$ cat config.mk
export PLATFORM = sky130hd
export DESIGN_NAME = fsr_status
export DESIGN_NICKNAME = d
export VERILOG_FILES = /design/src/hdl/fsr_pkg.sv /design/src/hdl/fsr_status.sv
export VERILOG_INCLUDE_DIRS = /design/src /design/src/hdl
export SDC_FILE = /design/constraint.sdc
export NUM_CORES = 1
export LEC_CHECK = 0
export ABC_AREA = 0
export CAP_MARGIN = 25
export CORE_MARGIN = 4
export CORE_UTILIZATION = 41
export DETAILED_ROUTE_END_ITERATION = 7
export DONT_BUFFER_PORTS = 1
export PLACE_DENSITY = 0.52
export SETUP_SLACK_MARGIN = 0.5
export SLEW_MARGIN = 20
export SYNTH_ARGS = -nofsm -noshare
export SYNTH_HDL_FRONTEND = slang
export SYNTH_SLANG_ARGS = --single-unit
$ cat constraint.sdc
create_clock -name CLK -period 2.5 [get_ports CLK]
set_input_delay 0.375 -clock CLK [delete_from_list [all_inputs] [get_ports CLK]]
set_output_delay 0.375 -clock CLK [all_outputs]
set_load 0.01 [all_outputs]
$ cat src/hdl/fsr_map.svh
`ifndef FSR_MAP_SVH
`define FSR_MAP_SVH
// =====================================================================
// Command codes
`define FSR_OP_READ_STATUS  8'h05
`define FSR_OP_WRITE_S1     8'h01
// =====================================================================
// Status byte one field positions
`define FSR_B_LOCK          7
`define FSR_B_RSVD          6
`define FSR_B_ERR           5
`define FSR_B_WPP           4
`define FSR_B_SWP_HI        3
`define FSR_B_SWP_LO        2
`define FSR_B_WEL           1
`define FSR_B_BUSY          0
// =====================================================================
// Reset values
`define FSR_LOCK_RST        1'h0
`define FSR_ERR_RST         1'h0
`define FSR_WEL_RST         1'h0
`define FSR_S1_RST          8'h0C
`define FSR_SO_RST          1'h0
`define FSR_OEN_RST         1'h1
// =====================================================================
// Timing counts
`define FSR_BIT_LAST        3'h7
`define FSR_BIT_FIRST       3'h0
`endif

$ cat src/hdl/fsr_pkg.sv
package fsr_pkg;
    typedef enum logic [2:0] {
        FSR_IDLE  = 3'b000,
        FSR_CMD   = 3'b001,
        FSR_READ  = 3'b010,
        FSR_WDATA = 3'b011,
        FSR_SKIP  = 3'b100
    } fsr_state_t;
endpackage

$ cat src/hdl/fsr_status.sv
`timescale 1ns/100ps
`default_nettype none
`include "fsr_map.svh"
module fsr_status
    import fsr_pkg::*;
#(
    parameter logic [7:0] READ_OPCODE  = `FSR_OP_READ_STATUS,
    parameter logic [7:0] WRITE_OPCODE = `FSR_OP_WRITE_S1
) (
    // Clock and reset
    input  wire logic       CLK,
    input  wire logic       RSTN,
    // Serial link pins
    input  wire logic       SCK,
    input  wire logic       CSN,
    input  wire logic       SI,
    output var  logic       SO,
    output var  logic       SO_OEN,
    // Write-protect pin, active low
    input  wire logic       WPN,
    // Core engine status
    input  wire logic       BUSY,
    input  wire logic       WREN_SET,
    input  wire logic       WEL_CLR,
    input  wire logic       SOFT_RST,
    input  wire logic       OP_DONE,
    input  wire logic       OP_FAIL,
    input  wire logic       OP_ABORT,
    input  wire logic [1:0] PROT_SUMMARY,
    input  wire logic [7:0] STATUS2_IN,
    // Status view
    output var  logic [7:0] STATUS_BYTE1
);

    // =================================================================
    // Parameter checks
    if (READ_OPCODE == WRITE_OPCODE) begin : g_chk
        $error("fsr_status: read and write opcodes must differ");
    end

    // =================================================================
    // Pin synchronisers
    logic [3:0] sync1_r;
    logic [3:0] sync2_r;
    logic       sck_prev_r;
    logic       sck_s;
    logic       cs_act;
    logic       si_s;
    logic       wp_n_s;
    logic       sck_rise;
    logic       sck_fall;

    always_ff @(posedge CLK or negedge RSTN) begin
        if (!RSTN) begin
            sync1_r    <= 4'hB;
            sync2_r    <= 4'hB;
            sck_prev_r <= 1'h1;
        end else begin
            sync1_r    <= {WPN, SI, CSN, SCK};
            sync2_r    <= sync1_r;
            sck_prev_r <= sync2_r[0];
        end
    end

    assign sck_s    = sync2_r[0];
    assign cs_act   = !sync2_r[1];
    assign si_s     = sync2_r[2];
    assign wp_n_s   = sync2_r[3];
    assign sck_rise = sck_s && !sck_prev_r;
    assign sck_fall = !sck_s && sck_prev_r;

    // =================================================================
    // Command framing
    fsr_state_t state_r;
    fsr_state_t state_nxt;
    logic [2:0] rx_cnt_r;
    logic [6:0] rx_sh_r;
    logic [7:0] rx_byte;
    logic       rx_done;
    logic       wr_commit;

    assign rx_byte   = {rx_sh_r, si_s};
    assign rx_done   = sck_rise && (rx_cnt_r == `FSR_BIT_LAST);
    assign wr_commit = (state_r == FSR_WDATA) && rx_done;

    always_comb begin
        state_nxt = state_r;
        if (!cs_act) begin
            state_nxt = FSR_IDLE;
        end else begin
            case (state_r)
                FSR_IDLE: begin
                    state_nxt = FSR_CMD;
                end
                FSR_CMD: begin
                    // No busy gating: reads go through mid-operation
                    if (rx_done && rx_byte == READ_OPCODE) begin
                        state_nxt = FSR_READ;
                    end else if (rx_done && rx_byte == WRITE_OPCODE) begin
                        state_nxt = FSR_WDATA;
                    end else if (rx_done) begin
                        state_nxt = FSR_SKIP;
                    end
                end
                FSR_WDATA: begin
                    if (rx_done) begin
                        state_nxt = FSR_SKIP;
                    end
                end
                FSR_READ: state_nxt = FSR_READ;
                FSR_SKIP: state_nxt = FSR_SKIP;
                default:  state_nxt = FSR_IDLE;
            endcase
        end
    end

    always_ff @(posedge CLK or negedge RSTN) begin
        if (!RSTN) begin
            state_r <= FSR_IDLE;
        end else begin
            state_r <= state_nxt;
        end
    end

    always_ff @(posedge CLK or negedge RSTN) begin
        if (!RSTN) begin
            rx_cnt_r <= `FSR_BIT_FIRST;
            rx_sh_r  <= 7'h00;
        end else if (state_r == FSR_IDLE) begin
            rx_cnt_r <= `FSR_BIT_FIRST;
            rx_sh_r  <= 7'h00;
        end else if (sck_rise) begin
            rx_cnt_r <= rx_cnt_r + 3'h1;
            rx_sh_r  <= rx_byte[6:0];
        end
    end

    // =================================================================
    // Status flags
    logic lock_r;
    logic err_r;
    logic wel_r;
    logic lock_ok;

    // Clearing the lock needs the write-protect pin released
    assign lock_ok = wel_r && (wp_n_s || rx_byte[`FSR_B_LOCK]);

    always_ff @(posedge CLK or negedge RSTN) begin
        if (!RSTN) begin
            lock_r <= `FSR_LOCK_RST;
        end else if (wr_commit && lock_ok) begin
            lock_r <= rx_byte[`FSR_B_LOCK];
        end
    end

    always_ff @(posedge CLK or negedge RSTN) begin
        if (!RSTN) begin
            err_r <= `FSR_ERR_RST;
        end else if (OP_DONE && !OP_ABORT) begin
            err_r <= OP_FAIL;
        end
    end

    // Set wins over every clear so a late enable is never lost
    always_ff @(posedge CLK or negedge RSTN) begin
        if (!RSTN) begin
            wel_r <= `FSR_WEL_RST;
        end else if (WREN_SET) begin
            wel_r <= 1'h1;
        end else if (WEL_CLR || SOFT_RST || wr_commit) begin
            wel_r <= 1'h0;
        end
    end

    // =================================================================
    // Status byte assembly
    logic [7:0] s1_nxt;
    logic [7:0] s2_nxt;

    always_comb begin
        s1_nxt                            = 8'h00;
        s1_nxt[`FSR_B_LOCK]               = lock_r;
        s1_nxt[`FSR_B_ERR]                = err_r;
        s1_nxt[`FSR_B_WPP]                = wp_n_s;
        s1_nxt[`FSR_B_SWP_HI:`FSR_B_SWP_LO] = PROT_SUMMARY;
        s1_nxt[`FSR_B_WEL]                = wel_r;
        s1_nxt[`FSR_B_BUSY]               = BUSY;
        s2_nxt                            = {STATUS2_IN[7:1], BUSY};
    end

    always_ff @(posedge CLK or negedge RSTN) begin
        if (!RSTN) begin
            STATUS_BYTE1 <= `FSR_S1_RST;
        end else begin
            STATUS_BYTE1 <= s1_nxt;
        end
    end

    // =================================================================
    // Serial output
    logic [2:0] tx_idx_r;
    logic       tx_sel_r;
    logic [7:0] tx_byte_r;
    logic       tx_step;
    logic       tx_load;
    logic [7:0] tx_fresh;

    assign tx_step  = (state_r == FSR_READ) && sck_fall && cs_act;
    assign tx_load  = tx_step && (tx_idx_r == `FSR_BIT_LAST);
    assign tx_fresh = tx_sel_r ? s2_nxt : s1_nxt;

    // Each byte is sampled when its first bit leaves, never earlier
    always_ff @(posedge CLK or negedge RSTN) begin
        if (!RSTN) begin
            tx_idx_r  <= `FSR_BIT_LAST;
            tx_sel_r  <= 1'h0;
            tx_byte_r <= 8'h00;
        end else if (state_r != FSR_READ) begin
            tx_idx_r  <= `FSR_BIT_LAST;
            tx_sel_r  <= 1'h0;
        end else if (tx_step) begin
            tx_idx_r <= tx_idx_r - 3'h1;
            if (tx_load) begin
                tx_byte_r <= tx_fresh;
            end
            if (tx_idx_r == `FSR_BIT_FIRST) begin
                tx_sel_r <= !tx_sel_r;
            end
        end
    end

    always_ff @(posedge CLK or negedge RSTN) begin
        if (!RSTN) begin
            SO     <= `FSR_SO_RST;
            SO_OEN <= `FSR_OEN_RST;
        end else if (!cs_act || state_r != FSR_READ) begin
            SO_OEN <= 1'h1;
        end else if (tx_step) begin
            SO_OEN <= 1'h0;
            SO     <= tx_load ? tx_fresh[7] : tx_byte_r[tx_idx_r];
        end
    end
endmodule // fsr_status
`default_nettype wire

==> results.yml, run 1 <==
power:
  seqPwrFrac_pct: 57.3
  pwr-share-comb_pct: 4.2
  p_per_area_nw_per_um2: 656
  swShare_pct: 20.8
  clkPwrFrac_pct: 38.5
  ir_drop_v: 0.000326
  power_switching_uw: 286
  leakagePower_uw: 0.000892
  intPower_uw: 1090
grt:
  grtUsageMet2_pct: 21.6
  grt_usage_pct: 12.1
  grt.busiest_layer: "met2"
  grt_max_degree: 47
  use_met3_pct: 3.66
  grt_pass1_wl_um: 5730
  antenna_found_initial: 0
  grt-ovfl-total: 0
  grt_util_met1_pct: 13.5
  grt_pass1_vias: 1237
logic_synthesis:
  ys_types: 40
  synth_warnings: 0
  synth_most_common_cell: "nand2_1"
  synth_edf_count: 0
  synth_top_area_cell: "dfrtp_1"
  yosysSeqAreaShare_pct: 61.0
  syn_inst: 160
  syn_avg_cell_area_um2: 12.0
  async_flop_share_pct: 100
  synth.top_cell.area_share_pct: 43.1
  netlist_top_cells_area: "dfrtp_1 43%, dfstp_2 18%, nand2_1 6.9%, mux2i_1 4.2%, ha_1 3.3%"
  synth_area_um2: 1910
  synthFlopType: "dfrtp_1"
  ys_ff_latch: 46
  synth_nets: 188
  netlist_top_cells_count: "35 x nand2_1, 33 x dfrtp_1, 13 x dfstp_2"
worst_hold_path:
  hold_depth: 0
  hold_class: "input port to register"
clock_network:
  cts_tree: "done"
  postCtsSetupBuffers: 0
  clkLatencyLatePin_ns: 0.29
  cts_buffers: 5
  clkSinkCount: 46
  clk_pin_slew_ns: 0.08
  ctsLongestPathBuffers: 2
  cts-root-buf: "clkbuf_8"
  h-tree-depth: 2
  post_cts_resized: 0
placed_design:
  port_buffers: 0
  place_congestion: 0.736
  preCtsSetupSlack_ns: 0.807
  dp_hpwl_um: 2360
critical_path:
  critical-path-top-delay-family: "simple AND/OR/NAND/NOR gates"
  path_buf_inv: 0
  crit_required_ns: 2.68
  end_kind: "register"
  path_class: "register to register"
  arrival_ns: 1.86
  reg2reg_depth: 3
  cp.depth: 3
  slowest_stage: "dfstp_2"
  cp_cell_sequence: "nor3b_2, nand4_4, mux2_4"
  slowest_delay_ns: 0.54
  worst-path-max-fanout: 16
  crit_path_start_kind: "register"
final_layout:
  num_antenna_cells: 0
  num-nets-final: 193
  fill_cells: 434
  syn_to_final_growth_pct: 9.87
  drive_gt1_share_pct: 20.5
sta:
  finalHoldViolations: 0
  grt_setup_unrepaired: "false"
  fin_crit_sh_pct: 67.2
  fin_ws_ns: 0.819
  fmax_mhz: 595
  setup_viol: 0
  clock-skew-final_ns: 0.00336
  fin_setup_tns_ns: 0
  report.final.slew_viol_count: 0
  finalCriticalPeriod_ns: 1.68
routing:
  vias: 1143
  postRouteAntennaNets: 0
  firstDrtPassIters: 4
  drtIter0Drc: 50
  routed_wl_um: 3250
  route.detailed.drc: 0
  wl_per_cell_um: 14.9
  viasPerCell: 5.24
floorplanning:
  die_w_um: 76.3
  ios: 33
  core-area_um2: 4440
  start_util_pct: 43.1
  num_rows: 24
  die_h_um: 76.3
  dieArea_um2: 5830
flow_run:
  timing.max_cap.violations: 0
outcome:
  status: "completed"
==> cells in the final DEF (no fill, tap or decap), types with 2 or more instances in the layout <==
| master | synthesis | final |
|---|---|---|
| inv_1 | 2 | 2 |
| nand2_1 | 35 | 35 |
| nor2b_1 | 3 | 3 |
| mux4_2 | 2 | 2 |
| clkbuf_8 | 0 | 5 |
| nor2_1 | 7 | 7 |
| dfstp_2 | 13 | 13 |
| xnor2_1 | 3 | 3 |
| buf_4 | 2 | 2 |
| mux2i_1 | 8 | 8 |
| a21oi_1 | 10 | 10 |
| ha_1 | 5 | 5 |
| o21ai_1 | 5 | 5 |
| nor3_1 | 2 | 2 |
| dfrtp_1 | 33 | 33 |
| nand3_1 | 2 | 2 |
| o21ai_2 | 2 | 2 |
| o21ai_0 | 3 | 3 |
==> sequential cells by signal (all words and copies together), names as in the netlist <==
name          count
tx_byte_r         8
STATUS_BYTE1      7
rx_sh_r           7
sync1_r           4
sync2_r           4
rx_cnt_r          3
state_r           3
tx_idx_r          3
SO                1
SO_OEN            1
err_r             1
lock_r            1
sck_prev_r        1
tx_sel_r          1
wel_r             1
==> cell type report <==
type | instances | area (um^2) | share of cell area, %
flip-flops and latches | 46 | 1170 | 55.5
well taps | 52 | 65.1 | 3.09
multi-input cells | 106 | 701 | 33.3
repair buffers | 4 | 52.6 | 2.50
clock buffers | 6 | 72.6 | 3.45
clock inverters | 2 | 37.5 | 1.78
inverters | 2 | 7.51 | 0.357
==> repair_timing <==
action	4_1_cts	5_1_grt
hold buffers	2	0
endpoints found under the setup margin	0	0
hold endpoints to repair	46	0
==> logic make-up (layout without fill, tap and decap cells) <==
logic type / after synthesis / in the layout / synth area share (%)
AOI/OAI and AO/OA: 25 / 25 / 7.71
muxes: 12 / 12 / 7.91
buffers and inverters: 8 / 14 / 2.42
adders and majority gates: 5 / 5 / 3.27
other: 1 / 1 / 0.196
xor gates and xnor gates: 4 / 4 / 1.83
and+or+nand+nor: 59 / 59 / 15.7
DFF: 46 / 46 / 61.0
==> routing by layer <==
metal	vias to the layer above	wire length, um
met4	0	49
met5	-	0
met3	7	135
li1	553	-
met2	22	1720
met1	561	1350
==> metrics by stage <==
step | std cells | utilization (%) | hold slack [ns] | power [uW] | area (um^2)
floorplan | 160 | - | 0.0794 | 833 | 1910
global placement | 208 | 44.0 | 0.0808 | 841 | 1960
detailed placement | 208 | 44.0 | 0.0814 | 844 | 1960
CTS | 218 | 47.3 | 0.0599 | 1400 | 2100
global route | 218 | 47.3 | 0.0407 | 1450 | 2100
finish | 218 | 47.3 | 0.0732 | 1380 | 2100
==> power by group through the flow <==
| stage | clock, uW | sequential, uW | combinational, uW |
|---|---|---|---|
| global placement | 0 | 804 | 36.8 |
| global route | 593 | 794 | 66.5 |
| detailed placement | 0 | 806 | 38.1 |
| finish | 531 | 791 | 57.6 |
| floorplan | 0 | 801 | 31.8 |
| CTS | 553 | 792 | 59.8 |
==> final timing paths <==
check	start	slack (ns)	endpoint
setup / recovery	sck_prev_r$_DFF_PN1_	0.82	tx_byte_r[0]$_DFFE_PN0P_
hold / removal	SCK	0.07	sync1_r[0]$_DFF_PN1_
setup reg to reg	sck_prev_r$_DFF_PN1_	0.82	tx_byte_r[0]$_DFFE_PN0P_
hold reg to reg	sync1_r[2]$_DFF_PN0_	0.35	sync2_r[2]$_DFF_PN0_
max in group asynchronous	RSTN	1.64	tx_idx_r[0]$_DFFE_PN1P_
min in group asynchronous	RSTN	0.59	STATUS_BYTE1[0]$_DFF_PN0_
(Power assumes the default switching activity.)
==> inputs of run 2 (changes only) <==
- ABC_AREA: 0 -> 1
- clock period: 2.5 -> 1.6 ns (I/O delays scaled with it)
==> results.yml, run 2 <==
outcome:
  status: "complete, but fails checks"
  violations: "negative hold slack"
final_layout:
  drive_gt1_share_pct: 33.1
  final_common_cell: "nand2_1"
  num_antenna_cells: 0
  largest_reg_flops: 8
  top_regs: "tx_byte_r x8, STATUS_BYTE1 x7, rx_sh_r x7"
  syn_to_final_growth_pct: 22.8
  layout_common_cells: "35 x nand2_1, 32 x dfrtp_1, 25 x inv_1, 20 x nor2_1, 13 x dfstp_2"
  layoutNonFillerInstCount: 318
  regMostFlops: "tx_byte_r"
  final_area_um2: 2560
  num-nets-final: 278
  final_util_pct: 53.1
floorplanning:
  die_w_um: 79.3
  core-area_um2: 4820
  die_h_um: 79.3
  num_rows: 25
  ios: 33
  start_util_pct: 43.2
  dieArea_um2: 6290
clock_network:
  clk_pin_slew_ns: 0.08
  cts_buffers: 5
  cts-root-buf: "clkbuf_8"
  cts_tree: "done"
  hold_buffers: 7
  clkSinkCount: 46
  ctsLongestPathBuffers: 2
  clkLatencyLatePin_ns: 0.29
  h-tree-depth: 2
logic_synthesis:
  netlist_top_cells_count: "38 x nand2_1, 33 x dfrtp_1, 29 x inv_1"
  synth_area_um2: 2080
  synth_most_common_cell: "nand2_1"
  synthFlopType: "dfrtp_1"
  yosysSeqAreaShare_pct: 56.0
  syn_avg_cell_area_um2: 9.26
  ys_ff_latch: 46
  synth.top_cell.area_share_pct: 39.6
  synth_edf_count: 0
  synth_nets: 253
  synth_warnings: 0
  async_flop_share_pct: 100
  syn_inst: 225
  synth_top_area_cell: "dfrtp_1"
  netlist_top_cells_area: "dfrtp_1 40%, dfstp_2 16%, nand2_1 6.8%, inv_1 5.2%, o21ai_0 4.3%"
  ys_types: 31
routing:
  drtIter0Drc: 43
  viasPerCell: 4.74
  routed_wl_um: 3930
  route.detailed.drc: 0
  wl_per_cell_um: 12.4
  vias: 1507
  firstDrtPassIters: 4
  postRouteAntennaNets: 0
worst_hold_path:
  hold_class: "input port to async pin"
critical_path:
  arrival_ns: 1.53
  reg2reg_depth: 7
  r2r-end: "tx_byte_r[3]$_DFFE_PN0P_"
  r2r_slack_ns: 0.29
  crit_required_ns: 1.81
  worst-path-max-fanout: 8
  crit_path_start_kind: "register"
  end_kind: "register"
  path_class: "register to register"
  rr_startpoint: "tx_idx_r[0]$_DFFE_PN1P_"
sta:
  fin_setup_tns_ns: 0
  fin_crit_sh_pct: 82.0
  finalCriticalPeriod_ns: 1.31
  fmax_mhz: 762
  hold_slack_ns: -0.365
  grt_setup_unrepaired: "true"
  setup_viol: 0
  report.final.slew_viol_count: 0
  clock-skew-final_ns: 0.00527
  finalHoldViolations: 46
placed_design:
  dp.cells: 291
  dpl-instance-area_um2: 2190
  dp_hpwl_um: 2770
  port_buffers: 0
  place_congestion: 0.819
power:
  p_per_area_nw_per_um2: 868
  ir_drop_v: 0.000608
  leakagePower_uw: 0.00123
grt:
  grt_pass1_vias: 1597
  grt_usage_pct: 13.7
  grt_max_degree: 47
  grt_pass1_wl_um: 6840
  grt-ovfl-total: 0
  antenna_found_initial: 0
flow_run:
  timing.max_cap.violations: 0
## run 2: area by class of cell
class,instances,area [um^2]
Multi-Input combinational cell,139,842
Inverter,36,155
Timing Repair Buffer,21,190
Fill cell,471,2260
Timing Repair inverter,1,8.76
Clock buffer,6,72.6
Clock inverter,2,37.5
Sequential cell,46,1170
Tap cell,67,83.8
## run 2: worst max-delay path by stage
stage                       startpoint                       end  slack [ns]  cells after the start
2_1_floorplan  tx_idx_r[0]$_DFFE_PN1P_  tx_byte_r[6]$_DFFE_PN0P_        0.34                      7
3_3_place_gp      sync2_r[0]$_DFF_PN1_        lock_r$_DFFE_PN0P_        0.22                      7
3_5_place_dp      sync2_r[0]$_DFF_PN1_        lock_r$_DFFE_PN0P_        0.21                      7
4_1_cts        tx_idx_r[1]$_DFFE_PN1P_  tx_byte_r[3]$_DFFE_PN0P_        0.29                      7
5_1_grt        tx_idx_r[1]$_DFFE_PN1P_  tx_byte_r[3]$_DFFE_PN0P_        0.23                      7
6_report       tx_idx_r[0]$_DFFE_PN1P_  tx_byte_r[3]$_DFFE_PN0P_        0.29                      7
## run 2: timing repair
item                                   4_1_cts  5_1_grt
pin swaps                                    9        6
gates cloned                                 0        1
setup buffers                                9        2
setup endpoints to repair                   30       31
endpoints found under the hold margin       53       46
resized for setup                           14       18
## run 2: per-stage QoR
step,hold WS (ns),setup slack (ns),power (uW)
after detailed placement,-0.0542,0.206,1360
after floorplan,-0.0556,0.343,1340
after CTS,-0.379,0.295,2250
final,-0.365,0.288,2220
after global routing,-0.389,0.228,2330
after global placement,-0.0542,0.221,1360
## run 2: routing by layer
| layer | GRT usage [%] | share of wire, % |
|---|---|---|
| met4 | 3.61 | 0.84 |
| met5 | 0 | 0 |
| met2 | 24.7 | 53 |
| met3 | 3.40 | 4.7 |
| met1 | 16.1 | 42 |
## run 2: cells by family (layout without fill, tap and decap cells)
group                      after synthesis  in the layout  share of synthesized area [%]
and+or+nand+nor                         91             91                           20.7
DFF                                     46             46                           56.0
buffers and inverters                   40             66                           8.29
AOI/OAI and AO/OA                       39             39                           10.3
adders and majority gates                5              5                           3.00
muxes                                    2              2                           1.08
other                                    1              1                          0.180
xor gates and xnor gates                 1              1                          0.420
## run 2: report_power, final
| part | switching [uW] | internal [uW] |
|---|---|---|
| clock | 370 | 466 |
| combinational | 75.2 | 64.8 |
| sequential | 33.0 | 1210 |
## run 2: critical path: stages (launching register included)
cell      delay (ns)
dfstp_2         0.58
ha_4            0.14
nand2_2         0.05
inv_2           0.07
nand4_4         0.15
clkinv_8        0.11
nand2_1         0.05
o21ai_1         0.08
